## src/rtl/fsc_pkg.sv

```systemverilog
package fsc_pkg;
  localparam int DataW = 16;
  localparam int AddrW = 4;
  // Register indices; byte address is four times the index
  localparam logic [AddrW-1:0] IdxSpeedRef = 4'h0;
  localparam logic [AddrW-1:0] IdxOutFreq = 4'h1;
  localparam logic [AddrW-1:0] IdxMotorVolt = 4'h2;
  localparam logic [AddrW-1:0] IdxInImage = 4'h3;
  localparam logic [AddrW-1:0] IdxOutImage = 4'h4;
  localparam logic [AddrW-1:0] IdxOutCurrent = 4'h5;
  localparam logic [AddrW-1:0] IdxLinkVolt = 4'h6;
  localparam logic [AddrW-1:0] IdxMotorSpeed = 4'h7;
  localparam logic [AddrW-1:0] IdxStatus = 4'h8;
  localparam int NumIn = 8;
  localparam int NumOut = 5;
  localparam logic [DataW-1:0] SnapReset = 16'h0000;
  localparam logic [DataW-1:0] MaxSpeed = 16'h4650;
  localparam logic [DataW-1:0] MaxFreq = 16'h27d8;
  localparam logic [DataW-1:0] MaxVolt = 16'h07d0;
  localparam logic [DataW-1:0] MaxCurrent = 16'hafc8;
  localparam logic [DataW-1:0] UnmappedRead = 16'h0000;
  localparam int StatValidBit = 0;
endpackage

```

## src/rtl/fsc_snap_reg.sv

```systemverilog
module fsc_snap_reg
  import fsc_pkg::*;
#(
  parameter logic [DataW-1:0] MaxVal = 16'hffff
)
(
  // Clock and reset
  input wire logic clk,
  input wire logic rst,
  // Capture
  input wire logic load,
  input wire logic [DataW-1:0] live,
  output logic [DataW-1:0] snap
);
  logic [DataW-1:0] snap_q;
  logic [DataW-1:0] snap_d;

  // Live values beyond range are clamped so a reader never sees an impossible figure
  always_comb
  begin
    snap_d = snap_q;
    if (load)
    begin
      snap_d = (live > MaxVal) ? MaxVal : live;
    end
  end

  always_ff @(posedge clk or posedge rst)
  begin
    if (rst)
    begin
      snap_q <= SnapReset;
    end
    else
    begin
      snap_q <= snap_d;
    end
  end

  assign snap = snap_q;
endmodule

```

## src/rtl/fsc_fault_snapshot_capture.sv

```systemverilog
// Behaviour
// - Latch speed reference at fault, 0..18000
// - Latch output frequency at fault, tenths
// - Latch motor voltage at fault, 0..2000
// - Capture eight input levels, bit0 first
// - Input image bit one means active
// - Input image bits above seven zero
// - Capture five output states, upper zero
// - Output image bit one means active
// - Images read as sixteen-bit hex word
// - Latch output current too, tenths ampere
// - Latch link voltage too, 0..2000
// - Latch motor speed too, 0..18000
module fsc_fault_snapshot_capture
  import fsc_pkg::*;
(
  // Clock and reset
  input wire logic clk,
  input wire logic rst,
  // Fault detection side
  input wire logic faultEvent,
  input wire logic [DataW-1:0] liveSpeedRef,
  input wire logic [DataW-1:0] liveOutFreq,
  input wire logic [DataW-1:0] liveMotorVolt,
  input wire logic [DataW-1:0] liveOutCurrent,
  input wire logic [DataW-1:0] liveLinkVolt,
  input wire logic [DataW-1:0] liveMotorSpeed,
  input wire logic [NumIn-1:0] digitalInputChannel,
  input wire logic [NumOut-1:0] digitalOutputChannel,
  // Register port
  input wire logic [AddrW-1:0] regAddr,
  input wire logic [DataW-1:0] regWrData,
  input wire logic regWr,
  input wire logic regRd,
  output logic [DataW-1:0] regRdData
);
  logic [DataW-1:0] faultSpeedReference;
  logic [DataW-1:0] faultOutputFrequency;
  logic [DataW-1:0] faultMotorVoltage;
  logic [DataW-1:0] faultOutputCurrent;
  logic [DataW-1:0] faultLinkVoltage;
  logic [DataW-1:0] faultMotorSpeed;
  logic [NumIn-1:0] inImage_q;
  logic [NumIn-1:0] inImage_d;
  logic [NumOut-1:0] outImage_q;
  logic [NumOut-1:0] outImage_d;
  logic valid_q;
  logic valid_d;
  logic [DataW-1:0] rdData_q;
  logic [DataW-1:0] rdData_d;
  logic [DataW-1:0] faultInputImage;
  logic [DataW-1:0] faultOutputImage;
  logic [DataW-1:0] statusWord;

  // Upper bits carry no channel and must read zero, whatever the source width
  function automatic logic [DataW-1:0] zeroAbove(input logic [DataW-1:0] raw, input int keep);
    logic [DataW-1:0] word;
    word = '0;
    for (int b = 0; b < DataW; b++)
    begin
      if (b < keep)
      begin
        word[b] = raw[b];
      end
    end
    return word;
  endfunction

  // One instance per analogue value, all sharing the fault strobe
  fsc_snap_reg #(.MaxVal(MaxSpeed)) uSpeedRef (.clk(clk), .rst(rst), .load(faultEvent),
    .live(liveSpeedRef), .snap(faultSpeedReference));
  fsc_snap_reg #(.MaxVal(MaxFreq)) uOutFreq (.clk(clk), .rst(rst), .load(faultEvent),
    .live(liveOutFreq), .snap(faultOutputFrequency));
  fsc_snap_reg #(.MaxVal(MaxVolt)) uMotorVolt (.clk(clk), .rst(rst), .load(faultEvent),
    .live(liveMotorVolt), .snap(faultMotorVoltage));
  fsc_snap_reg #(.MaxVal(MaxCurrent)) uOutCurrent (.clk(clk), .rst(rst), .load(faultEvent),
    .live(liveOutCurrent), .snap(faultOutputCurrent));
  fsc_snap_reg #(.MaxVal(MaxVolt)) uLinkVolt (.clk(clk), .rst(rst), .load(faultEvent),
    .live(liveLinkVolt), .snap(faultLinkVoltage));
  fsc_snap_reg #(.MaxVal(MaxSpeed)) uMotorSpeed (.clk(clk), .rst(rst), .load(faultEvent),
    .live(liveMotorSpeed), .snap(faultMotorSpeed));

  // Image capture; channel n lands on bit n-1, level copied as is
  always_comb
  begin
    inImage_d = inImage_q;
    outImage_d = outImage_q;
    valid_d = valid_q;
    if (faultEvent)
    begin
      inImage_d = digitalInputChannel;
      outImage_d = digitalOutputChannel;
      valid_d = 1'b1;
    end
  end

  always_ff @(posedge clk or posedge rst)
  begin
    if (rst)
    begin
      inImage_q <= '0;
      outImage_q <= '0;
      valid_q <= 1'b0;
    end
    else
    begin
      inImage_q <= inImage_d;
      outImage_q <= outImage_d;
      valid_q <= valid_d;
    end
  end

  // Zero-extended to a full word, read by the keypad as four hex digits
  assign faultInputImage = zeroAbove(DataW'(inImage_q), NumIn);
  assign faultOutputImage = zeroAbove(DataW'(outImage_q), NumOut);

  always_comb
  begin
    statusWord = '0;
    statusWord[StatValidBit] = valid_q;
  end

  // Writes are ignored: every register is read-only
  always_comb
  begin
    rdData_d = rdData_q;
    if (regRd)
    begin
      case (regAddr)
        IdxSpeedRef: rdData_d = faultSpeedReference;
        IdxOutFreq: rdData_d = faultOutputFrequency;
        IdxMotorVolt: rdData_d = faultMotorVoltage;
        IdxInImage: rdData_d = faultInputImage;
        IdxOutImage: rdData_d = faultOutputImage;
        IdxOutCurrent: rdData_d = faultOutputCurrent;
        IdxLinkVolt: rdData_d = faultLinkVoltage;
        IdxMotorSpeed: rdData_d = faultMotorSpeed;
        IdxStatus: rdData_d = statusWord;
        default: rdData_d = UnmappedRead;
      endcase
    end
  end

  always_ff @(posedge clk or posedge rst)
  begin
    if (rst)
    begin
      rdData_q <= UnmappedRead;
    end
    else
    begin
      rdData_q <= rdData_d;
    end
  end

  assign regRdData = rdData_q;

  a_speed_latch: assert property (@(posedge clk) disable iff (rst)
    faultEvent && liveSpeedRef <= MaxSpeed |=> faultSpeedReference == $past(liveSpeedRef))
    else $error("speed reference not latched");
  a_freq_latch: assert property (@(posedge clk) disable iff (rst)
    faultEvent && liveOutFreq <= MaxFreq |=> faultOutputFrequency == $past(liveOutFreq))
    else $error("frequency snapshot not latched");
  a_volt_latch: assert property (@(posedge clk) disable iff (rst)
    faultEvent && liveMotorVolt <= MaxVolt |=> faultMotorVoltage == $past(liveMotorVolt))
    else $error("motor voltage not latched");
  a_input_image: assert property (@(posedge clk) disable iff (rst)
    faultEvent |=> faultInputImage[NumIn-1:0] == $past(digitalInputChannel))
    else $error("input image wrong");
  a_input_upper: assert property (@(posedge clk) disable iff (rst)
    faultInputImage[DataW-1:NumIn] == '0)
    else $error("input image upper bits set");
  a_output_image: assert property (@(posedge clk) disable iff (rst)
    faultEvent |=> faultOutputImage == {11'h000, $past(digitalOutputChannel)})
    else $error("output image wrong");
  a_hold_value: assert property (@(posedge clk) disable iff (rst)
    !faultEvent |=> $stable(faultSpeedReference) && $stable(inImage_q) && $stable(faultMotorSpeed))
    else $error("snapshot changed without fault");
  a_read_image: assert property (@(posedge clk) disable iff (rst)
    regRd && regAddr == IdxInImage |=> regRdData == $past(faultInputImage))
    else $error("image read data wrong");
  a_current_latch: assert property (@(posedge clk) disable iff (rst)
    faultEvent && liveOutCurrent <= MaxCurrent |=> faultOutputCurrent == $past(liveOutCurrent))
    else $error("current not latched");
  a_link_latch: assert property (@(posedge clk) disable iff (rst)
    faultEvent && liveLinkVolt <= MaxVolt |=> faultLinkVoltage == $past(liveLinkVolt))
    else $error("link voltage not latched");
  a_mspeed_latch: assert property (@(posedge clk) disable iff (rst)
    faultEvent && liveMotorSpeed <= MaxSpeed |=> faultMotorSpeed == $past(liveMotorSpeed))
    else $error("motor speed not latched");

  // Clamping keeps every snapshot inside its range
  a_speed_clamp: assert property (@(posedge clk) disable iff (rst)
    faultEvent && liveSpeedRef > MaxSpeed |=> faultSpeedReference == MaxSpeed)
    else $error("speed reference not clamped");
  a_speed_range: assert property (@(posedge clk) disable iff (rst)
    faultSpeedReference <= MaxSpeed)
    else $error("speed reference out of range");
  a_freq_clamp: assert property (@(posedge clk) disable iff (rst)
    faultEvent && liveOutFreq > MaxFreq |=> faultOutputFrequency == MaxFreq)
    else $error("frequency not clamped");
  a_freq_range: assert property (@(posedge clk) disable iff (rst)
    faultOutputFrequency <= MaxFreq)
    else $error("frequency snapshot out of range");
  a_volt_clamp: assert property (@(posedge clk) disable iff (rst)
    faultEvent && liveMotorVolt > MaxVolt |=> faultMotorVoltage == MaxVolt)
    else $error("motor voltage not clamped");
  a_volt_range: assert property (@(posedge clk) disable iff (rst)
    faultMotorVoltage <= MaxVolt)
    else $error("motor voltage out of range");
  a_current_clamp: assert property (@(posedge clk) disable iff (rst)
    faultEvent && liveOutCurrent > MaxCurrent |=> faultOutputCurrent == MaxCurrent)
    else $error("current not clamped");
  a_current_range: assert property (@(posedge clk) disable iff (rst)
    faultOutputCurrent <= MaxCurrent)
    else $error("current out of range");
  a_link_clamp: assert property (@(posedge clk) disable iff (rst)
    faultEvent && liveLinkVolt > MaxVolt |=> faultLinkVoltage == MaxVolt)
    else $error("link voltage not clamped");
  a_link_range: assert property (@(posedge clk) disable iff (rst)
    faultLinkVoltage <= MaxVolt)
    else $error("link voltage out of range");
  a_mspeed_clamp: assert property (@(posedge clk) disable iff (rst)
    faultEvent && liveMotorSpeed > MaxSpeed |=> faultMotorSpeed == MaxSpeed)
    else $error("motor speed not clamped");
  a_mspeed_range: assert property (@(posedge clk) disable iff (rst)
    faultMotorSpeed <= MaxSpeed)
    else $error("motor speed out of range");

  // Channel images keep their bit order and polarity
  a_input_bit0: assert property (@(posedge clk) disable iff (rst)
    faultEvent |=> faultInputImage[0] == $past(digitalInputChannel[0]))
    else $error("input one not on bit zero");
  a_input_bit7: assert property (@(posedge clk) disable iff (rst)
    faultEvent |=> faultInputImage[NumIn-1] == $past(digitalInputChannel[NumIn-1]))
    else $error("input eight not on bit seven");
  a_input_active: assert property (@(posedge clk) disable iff (rst)
    faultEvent |=> (faultInputImage[NumIn-1:0] ^ $past(digitalInputChannel)) == '0)
    else $error("input image polarity wrong");
  a_output_upper: assert property (@(posedge clk) disable iff (rst)
    faultOutputImage[DataW-1:NumOut] == '0)
    else $error("output image upper bits set");
  a_output_bit4: assert property (@(posedge clk) disable iff (rst)
    faultEvent |=> faultOutputImage[NumOut-1] == $past(digitalOutputChannel[NumOut-1]))
    else $error("output five not on bit four");
  a_output_level: assert property (@(posedge clk) disable iff (rst)
    faultEvent |=> faultOutputImage[NumOut-1:0] == $past(digitalOutputChannel))
    else $error("output image polarity wrong");
  a_output_inactive: assert property (@(posedge clk) disable iff (rst)
    faultEvent && digitalOutputChannel == '0 |=> faultOutputImage == '0)
    else $error("inactive outputs not zero");

  // Read port returns the value standing at the strobe edge
  a_read_speed: assert property (@(posedge clk) disable iff (rst)
    regRd && regAddr == IdxSpeedRef |=> regRdData == $past(faultSpeedReference))
    else $error("speed reference read wrong");
  a_read_freq: assert property (@(posedge clk) disable iff (rst)
    regRd && regAddr == IdxOutFreq |=> regRdData == $past(faultOutputFrequency))
    else $error("frequency read wrong");
  a_read_volt: assert property (@(posedge clk) disable iff (rst)
    regRd && regAddr == IdxMotorVolt |=> regRdData == $past(faultMotorVoltage))
    else $error("motor voltage read wrong");
  a_read_outimage: assert property (@(posedge clk) disable iff (rst)
    regRd && regAddr == IdxOutImage |=> regRdData == $past(faultOutputImage))
    else $error("output image read wrong");
  a_read_inupper: assert property (@(posedge clk) disable iff (rst)
    regRd && regAddr == IdxInImage |=> regRdData[DataW-1:NumIn] == '0)
    else $error("input image read upper bits set");
  a_read_outupper: assert property (@(posedge clk) disable iff (rst)
    regRd && regAddr == IdxOutImage |=> regRdData[DataW-1:NumOut] == '0)
    else $error("output image read upper bits set");
  a_read_current: assert property (@(posedge clk) disable iff (rst)
    regRd && regAddr == IdxOutCurrent |=> regRdData == $past(faultOutputCurrent))
    else $error("current read wrong");
  a_read_link: assert property (@(posedge clk) disable iff (rst)
    regRd && regAddr == IdxLinkVolt |=> regRdData == $past(faultLinkVoltage))
    else $error("link voltage read wrong");
  a_read_mspeed: assert property (@(posedge clk) disable iff (rst)
    regRd && regAddr == IdxMotorSpeed |=> regRdData == $past(faultMotorSpeed))
    else $error("motor speed read wrong");
  a_read_status: assert property (@(posedge clk) disable iff (rst)
    regRd && regAddr == IdxStatus |=> regRdData == $past(statusWord))
    else $error("status read wrong");
  a_read_unmapped: assert property (@(posedge clk) disable iff (rst)
    regRd && regAddr > IdxStatus |=> regRdData == UnmappedRead)
    else $error("unmapped read not zero");
  a_read_hold: assert property (@(posedge clk) disable iff (rst)
    !regRd |=> $stable(regRdData))
    else $error("read data moved without a read");

  // Nothing moves between faults, and a fault loads every value
  a_hold_analog: assert property (@(posedge clk) disable iff (rst)
    !faultEvent |=> $stable(faultOutputFrequency) && $stable(faultMotorVoltage) && $stable(faultOutputCurrent))
    else $error("analogue snapshot changed without fault");
  a_hold_more: assert property (@(posedge clk) disable iff (rst)
    !faultEvent |=> $stable(faultLinkVoltage) && $stable(outImage_q))
    else $error("snapshot changed without fault");
  a_valid_set: assert property (@(posedge clk) disable iff (rst)
    faultEvent |=> valid_q)
    else $error("capture flag not set");
  c_fault: cover property (@(posedge clk) disable iff (rst) faultEvent);
  c_two_faults: cover property (@(posedge clk) disable iff (rst) faultEvent ##[1:20] faultEvent);
  c_read_after: cover property (@(posedge clk) disable iff (rst) faultEvent ##[1:10] regRd);
  c_clamp: cover property (@(posedge clk) disable iff (rst) faultEvent && liveSpeedRef > MaxSpeed);
  c_status_read: cover property (@(posedge clk) disable iff (rst) regRd && regAddr == IdxStatus && valid_q);
endmodule

```

## config.mk

```make
export PLATFORM = sky130hd
export DESIGN_NAME = fsc_fault_snapshot_capture
export DESIGN_NICKNAME = d
export VERILOG_FILES = /design/src/rtl/fsc_pkg.sv /design/src/rtl/fsc_snap_reg.sv /design/src/rtl/fsc_fault_snapshot_capture.sv
export SDC_FILE = /design/constraint.sdc
export NUM_CORES = 1
export LEC_CHECK = 0
export ABC_AREA = 1
export BUFFER_PORTS_ARGS = -buffer_cell sky130_fd_sc_hd__buf_2
export CORE_MARGIN = 5
export CORE_UTILIZATION = 35
export DETAILED_ROUTE_END_ITERATION = 12
export PLACE_DENSITY = 0.57
export SKIP_CTS_REPAIR_TIMING = 1
export SLEW_MARGIN = 30
export SYNTH_ARGS = -nofsm -noshare
export SYNTH_HDL_FRONTEND = slang
export SYNTH_SLANG_ARGS = --single-unit
```

## constraint.sdc

```tcl
create_clock -name clk -period 4.4 [get_ports clk]
set_input_delay 0 -clock clk [delete_from_list [all_inputs] [get_ports clk]]
set_output_delay 0 -clock clk [all_outputs]
set_load 0.005 [all_outputs]
```

# == Word-level counts from Yosys, hierarchy flattened ==
# Index checks and enable logic that the tools add are counted.
# classes
magnitude_cmp,6
reduce_logical,1
muxes,7
n_eq_ne,8
# ops
op,count
16-bit one-hot mux with 9 select lines,1
16-bit two-way mux,6
16-bit by 11-bit > comparator with 1-bit output (second input constant),2
16-bit by 15-bit > comparator with 1-bit output (second input constant),2
4-bit by 3-bit equality test with 1-bit output (second input constant),4
16-bit by 14-bit > comparator with 1-bit output (second input constant),1
16-bit > comparator (second input constant),1
4-bit by 2-bit equality test with 1-bit output (second input constant),2
4-bit by 1-bit equality test with 1-bit output (second input constant),1
4-bit equality test (second input constant),1
4-bit zero test,1
# word_totals
register_bits,126
wordCells,32

# == Longest topological paths before layout ==
# Gate-level depths: netlist of run 1.
# depth
word_depth,2
ltp_mapped,11

# == By module ==
# Synthesis of run 1 repeated with hierarchy kept, for this count alone.
# hier_totals
hier_cells,1050
area_unflattened_um2,7370.8
# modules_own_cells
module,cells_each,instances,seq_area_each_um2,area_per_inst_um2
fsc_fault_snapshot_capture,378,1,750.7,2363.5
fsc_snap_reg (uMotorSpeed ...),124,2,400.4,852.1
fsc_snap_reg (uLinkVolt ...),104,2,400.4,780.7
fsc_snap_reg (uOutCurrent),111,1,400.4,937.1
fsc_snap_reg (uOutFreq),105,1,400.4,804.5

# == Worst setup path after synthesis of run 1 ==
# OpenSTA, ideal clock, no wires.
# synth_path
path_kind,input -> register
from,input liveSpeedRef[14]
to,"register uSpeedRef.snap_q[3], in the netlist uSpeedRef.snap[3]"
setup_slack_ps,3513
n_path_buf,1
t_arrival_ps,821
required_ps,4334
path_stages,7
path_cell_list,or2_2 > nand2_1 > nand2_1 > nand2_1 > buf_2 > nand3_1 > nand2_1
# synth_between
elab_chain_len,2
# synth_rtl
item,line_no,rtl
from (decl),fsc_fault_snapshot_capture.sv:22,"input wire logic [DataW-1:0] liveSpeedRef,"
16-bit by 15-bit > comparator with 1-bit output,fsc_snap_reg.sv:24,snap_d = (live > MaxVal) ? MaxVal : live;
16-bit two-way mux,fsc_snap_reg.sv:24,
to (signal assigned),fsc_snap_reg.sv:32,snap_q <= SnapReset;
to (signal assigned),fsc_snap_reg.sv:36,snap_q <= snap_d;
to (decl),fsc_snap_reg.sv:15,logic [DataW-1:0] snap_q;
# Every way passes these cells.
# A chain may end at the register's enable or synchronous reset.

# == Worst setup path after layout of run 1 ==
# layout_path
from,input liveMotorVolt[15]
to,"register uMotorVolt.snap_q[4], in the netlist uMotorVolt.snap[4]"
# layout_between
elab_chain_len,2
# layout_rtl
item,line_no,rtl
from (decl),fsc_fault_snapshot_capture.sv:24,"input wire logic [DataW-1:0] liveMotorVolt,"
16-bit by 11-bit > comparator with 1-bit output,fsc_snap_reg.sv:24,
16-bit two-way mux,fsc_snap_reg.sv:24,
to (signal assigned),fsc_snap_reg.sv:32,
to (signal assigned),fsc_snap_reg.sv:36,
to (decl),fsc_snap_reg.sv:15,
# Every way passes these cells.

==> flow_summary.ini, run 1 <==
[sta]
tightestPinTransition_ns = 0.8875
drv_slew = 0
rsz0062_at_grt = false
worst_hold_slack_ns = -0.04450
final.period_utilization = 0.4649
max_slew_margin = 0.4074
clock_skew_ns = 0.006064
postLayoutSetupSlackWorst_ns = 2.354
tns_ns = 0
layout_min_cycle_time_ns = 2.046
hold_violations = 5
fmax_mhz = 488.8
setup_viol = 0

[setup_path]
cpMostUsedCell = dlygate4sd3_1
cp.arrival_ns = 2.36
cp_cell_sequence = dlygate4sd3_1 > buf_2 > nor3b_2 > dlygate4sd3_1 > nand3_1 > dlygate4sd3_1 > nand2_1 > inv_1
end_kind = flip-flop
ff2ff_setup_slack_ns = 3.15
worstRegToRegCells = 3
required_ns = 4.71
slowest_stage = dlygate4sd3_1
worstSetupPathType = in2reg
max_stage_delay_ns = 0.62
crit_path_start_kind = primary input
crit_fanout = 7

[layout]
drive_above_1_share = 0.1604
final_util = 0.4940
diodes = 0
fillers = 1826
nets = 1264
area_growth_pct = 38.56
fin_area_um2 = 8875

[floorplan]
core_um2 = 17960
die_w_um = 145.3
die_y_um = 145.3
rows = 49
pin_count = 150
die-area_um2 = 21100
start_util = 0.3566

[run]
maxCapViolations = 0

[clocking]
cts_buffer_depth = 2
htreeDepth = 4
ctsRootBufferMaster = clkbuf_16
cts_tree = done
worstSkewPairLatency_ns = 0.42
cts.sinks = 126
clk_pin_slew_ns = 0.05
cts_buffers = 17

[place]
place_congestion = 0.8211
portBuffers = 132
hpwl_um = 14040
placed_cell_area_um2 = 7217
pre_cts_ws_ns = 2.557

[pwr]
powerDensity_nw_per_um2 = 337.0
leakage_nw = 4.617
peakVddDrop_mv = 0.2984

[run_status]
failed_checks = hold timing
status = finished with violations

[logic_synthesis]
yosysSeqAreaShare = 0.4923
synthSimpleGateAreaFrac = 0.3766
ys.warnings.count = 0
synth_area_leaders = dfrtp_1 (49%), nand2_1 (20%), nand3_1 (7.7%)
synthAdderAreaFrac = 0
ys_types = 24
synth_compound_area_frac = 0.05314
synth_seq_cells = 126
synth-xor-area-share = 0
netlist.area_leader.share = 0.4923
synth_top_family_by_area = simple AND/OR/NAND/NOR gates
synth.largest_area_cell = dfrtp_1
postSynthCellCount = 900
syn-cell-area_um2 = 6405
syn_area_per_cell_um2 = 7.117
synthMuxAreaShare = 0
mappedNetlistNets = 1034

[global_route]
grt_pass1_wl_um = 31420
grt_pass1_vias = 6045
antenna_found_initial = 0
groute.usage.overall = 0.1854
overflow = 0
grt_max_degree = 108

[route]
vias = 6537
drt-total-wl_um = 20860
antenna_left = 0
drt_drc_violations_left = 0
via_per_inst = 4.772
drt-initial-drc-count = 466
wire_per_inst_um = 15.23
first_pass_iters = 5

[worst_hold_path]
hold_path_class = in2reg
whs_path_depth = 5
==> logic make-up after synthesis <==
family / after synthesis
compound gates: 67
buf+inv: 119
flops: 126
simple gates: 588
==> routing by layer <==
metal | track usage | part of all wire | wire length [um] | vias to the layer above
li1 | - | - | - | 3268
met1 | 0.2521 | 0.44 | 9209 | 3052
met2 | 0.2927 | 0.49 | 10190 | 174
met3 | 0.03991 | 0.039 | 817 | 43
met4 | 0.06763 | 0.031 | 638 | 0
met5 | 0 | 0 | 0 | -
==> area by class of cell <==
cell class              count  area (um^2)  area share
clock buffers              22        454.2     0.05118
clock inverters             8        92.59     0.01043
inverters                  80        302.8     0.03412
multi-input cells         655         2755      0.3104
flip-flops and latches    126         3153      0.3553
well taps                 229        286.5     0.03229
repair buffers            250         1831      0.2063
==> synth_stat cells <==
cell	instances
nand3_1	99
clkbuf_1	13
nand4_1	5
nor2_4	2
buf_2	15
inv_1	76
nor2_2	2
nor3b_2	2
nor3_1	5
nand2_2	2
inv_2	4
or2_2	4
and2_0	1
a22oi_1	1
buf_6	2
nor2_1	126
nor3b_1	2
buf_4	5
nand2_1	338
o22ai_1	2
buf_1	4
a21oi_1	30
dfrtp_1	126
o21ai_0	34
==> through the flow <==
| stage | power (mW) | cells |
|---|---|---|
| after floorplan | 1.459 | 900 |
| after CTS | 2.939 | 1259 |
| after global placement | 1.605 | 1229 |
| after detailed placement | 1.607 | 1229 |
| final | 2.990 | 1370 |
| after global routing | 3.124 | 1370 |
==> critical path: cells and delay by family <==
| kind | cells | cell delay (ns) |
|---|---|---|
| buffers and inverters | 5 | 1.87 |
| AND/OR/NAND/NOR | 3 | 0.48 |
==> where the power goes <==
group	switching [mW]	total [mW]	internal, mW
Combinational	0.225	0.394	0.169
Sequential	0.0378	1.26	1.23
Clock	0.496	1.33	0.836
==> cells in the final DEF (no fill, tap or decap), types with 3 or more instances in the layout <==
cell type,n
a21oi_1,30
buf_2,131
buf_4,7
clkbuf_1,4
clkbuf_16,17
clkinv_2,5
dfrtp_1,126
dlygate4sd3_1,111
inv_1,75
inv_2,4
nand2_1,338
nand3_1,99
nand4_1,5
nor2_1,125
nor2_2,3
nor3_1,5
o21ai_0,34
or2_2,4
==> final timing paths <==
kind	from	to
worst max register to register	uMotorVolt.snap[2]	uMotorVolt.snap[2]
worst min register to register	valid_q	valid_q
worst max-delay path	liveMotorVolt[15]	uMotorVolt.snap[4]
max in group asynchronous	rst	uSpeedRef.snap[11]
worst min-delay path	liveLinkVolt[15]	uLinkVolt.snap[8]
min in group asynchronous	rst	inImage_q[5]
==> flip-flops by register name (all words and copies together), names as in the netlist <==
name,cells
inImage_q,8
outImage_q,5
regRdData,16
uLinkVolt.snap,16
uMotorSpeed.snap,16
uMotorVolt.snap,16
uOutCurrent.snap,16
uOutFreq.snap,16
uSpeedRef.snap,16
valid_q,1
Power figures use the tool's default switching activity.
==> inputs of run 2 (changes only) <==
==> constraint.sdc (replaced) <==
create_clock -name clk -period 2.1 [get_ports clk]
set_input_delay 0 -clock clk [delete_from_list [all_inputs] [get_ports clk]]
set_output_delay 0 -clock clk [all_outputs]
set_load 0.005 [all_outputs]
==> run 2 against run 1 <==
- die area unchanged
- global-route usage about the same
- clock-buffer cell count unchanged
- cell count increased by 0.36%
- largest power group unchanged
- critical path depth increased by 1
- worst hold slack improved by 0.012 ns
- clock skew decreased by 0.0011 ns
- the run still ends with hold timing left
- first-iteration DRC count increased by 2.4%
==> flow_summary.ini, run 2 (synthesized netlist as in run 1, its figures left out) <==
[run_status]
status = finished with violations
failed_checks = hold timing

[global_route]
use_met3 = 0.04022
grt_pass1_vias = 5978
antenna_found_initial = 1
grt_pass1_wl_um = 31190
use_met1 = 0.2505
top_usage_layer = met2
grt_max_degree = 108
grtUsageMet2 = 0.2964
overflow = 0
groute.usage.overall = 0.1856

[run]
maxCapViolations = 0

[floorplan]
start_util = 0.3566
pin_count = 150
core_um2 = 17960
die_y_um = 145.3
rows = 49
die-area_um2 = 21100
die_w_um = 145.3

[sta]
final.period_utilization = 0.8123
tightestPinTransition_ns = 0.5356
tns_ns = 0
max_slew_margin = 0.6421
hold_violations = 6
rsz0062_at_grt = false
worst_hold_slack_ns = -0.03284
clock_skew_ns = 0.005006
fmax_mhz = 586.2
setup_viol = 0
layout_min_cycle_time_ns = 1.706
drv_slew = 0

[worst_hold_path]
whs_path_depth = 5
worstHoldEndpoint = uLinkVolt.snap[6]
hold_path_startpoint = liveLinkVolt[14]
hold_path_class = in2reg

[place]
place_congestion = 0.8237
placed_cell_area_um2 = 7297
portBuffers = 132
hpwl_um = 14540

[layout]
drive_above_1_share = 0.1668
area_growth_pct = 39.81
regArea_um2 = 3153
layout_common_cells = nand2_1 (338), buf_2 (131), dfrtp_1 (126)
final_util = 0.4985
fin_area_um2 = 8955
fillers = 1769
multiInputGateArea_um2 = 2755
layout_commonest_cell = nand2_1
nets = 1268

[setup_path]
crit_fanout = 5
max_stage_delay_ns = 0.58
startpoint = liveLinkVolt[0]
worstRegToRegCells = 6
worstSetupPathType = in2reg
slowest_stage = dlygate4sd3_1
r2r-end = regRdData[7]
crit_path_start_kind = primary input
required_ns = 2.41
cp_cell_sequence = dlygate4sd3_1 > buf_2 > nor2_1 > a21oi_1 > o21ai_0 > nand3_1 > dlygate4sd3_1 > nand2_1 > inv_1
ff2ff_setup_slack_ns = 0.81
cp.arrival_ns = 2.02
cpMostUsedCell = dlygate4sd3_1
end_kind = flip-flop
r2r-start = uOutCurrent.snap[7]

[clocking]
cts_buffer_depth = 2
cts_tree = done
worstSkewPairLatency_ns = 0.42
cts_buffers = 17
ctsRootBufferMaster = clkbuf_16
htreeDepth = 4
cts.sinks = 126
clk_pin_slew_ns = 0.05

[route]
drt-total-wl_um = 21200
drt_drc_violations_left = 0
wire_per_inst_um = 15.42
via_per_inst = 4.794
first_pass_iters = 5
antenna_left = 0
drt-initial-drc-count = 477
vias = 6592

[pwr]
powerDensity_nw_per_um2 = 707.7
leakage_nw = 4.657
peakVddDrop_mv = 0.5824
==> run 2: changes by cell type in the layout (fill, tap and decap cells not counted) <==
cell / change
buf_4: +4
buf_12: +3
clkbuf_1: -2
clkbuf_8: +2
dlygate4sd3_1: -2
buf_6: -1
clkinv_2: +1
diode_2: +1
inv_4: -1
==> run 2: per-stage QoR <==
step	cells	power (mW)	hold slack [ns]	setup WS (ns)
detailed placement	1235	3.390	0.1342	0.7154
floorplan	900	3.058	0.1124	0.5467
CTS	1265	6.244	-0.3101	0.8953
finish	1375	6.337	-0.03284	0.3942
global route	1375	6.633	0.001664	0.1037
global placement	1235	3.382	0.1367	0.7115
==> run 2: worst max path at each step <==
| stage | to | slack [ns] | cells past startpoint |
|---|---|---|---|
| after floorplan | inImage_q[0] | 0.55 | 1 |
| after global placement | regRdData[10] | 0.71 | 10 |
| after detailed placement | regRdData[10] | 0.72 | 10 |
| after CTS | regRdData[7] | 0.90 | 6 |
| after global routing | uLinkVolt.snap[10] | 0.10 | 9 |
| final | uLinkVolt.snap[10] | 0.39 | 9 |
==> run 2: routing by layer <==
| metal | wire (um) | vias to the layer above |
|---|---|---|
| met5 | 0 | - |
| li1 | - | 3272 |
| met4 | 641 | 0 |
| met1 | 9032 | 3093 |
| met2 | 10470 | 172 |
| met3 | 1055 | 55 |
==> run 2: critical path, delay by kind of cell <==
family,cells,cell delay [ns]
buffers and inverters,4,1.28
and+or+nand+nor,3,0.27
AOI/OAI and AO/OA,2,0.46
==> run 2: area by class of cell <==
type | instances | area share
clock inverter | 8 | 0.01006
inverter | 80 | 0.03395
timing repair buffer | 254 | 0.2110
tap | 229 | 0.03200
antenna | 1 | 0.0002794
sequential | 126 | 0.3521
multi-input combinational | 655 | 0.3077
clock buffer | 22 | 0.05296
==> run 2: power by group <==
part / switching, mW / internal (mW)
clock: 1.03 / 1.81
sequential: 0.0814 / 2.57
combinational: 0.479 / 0.367
total: 1.59 / 4.75
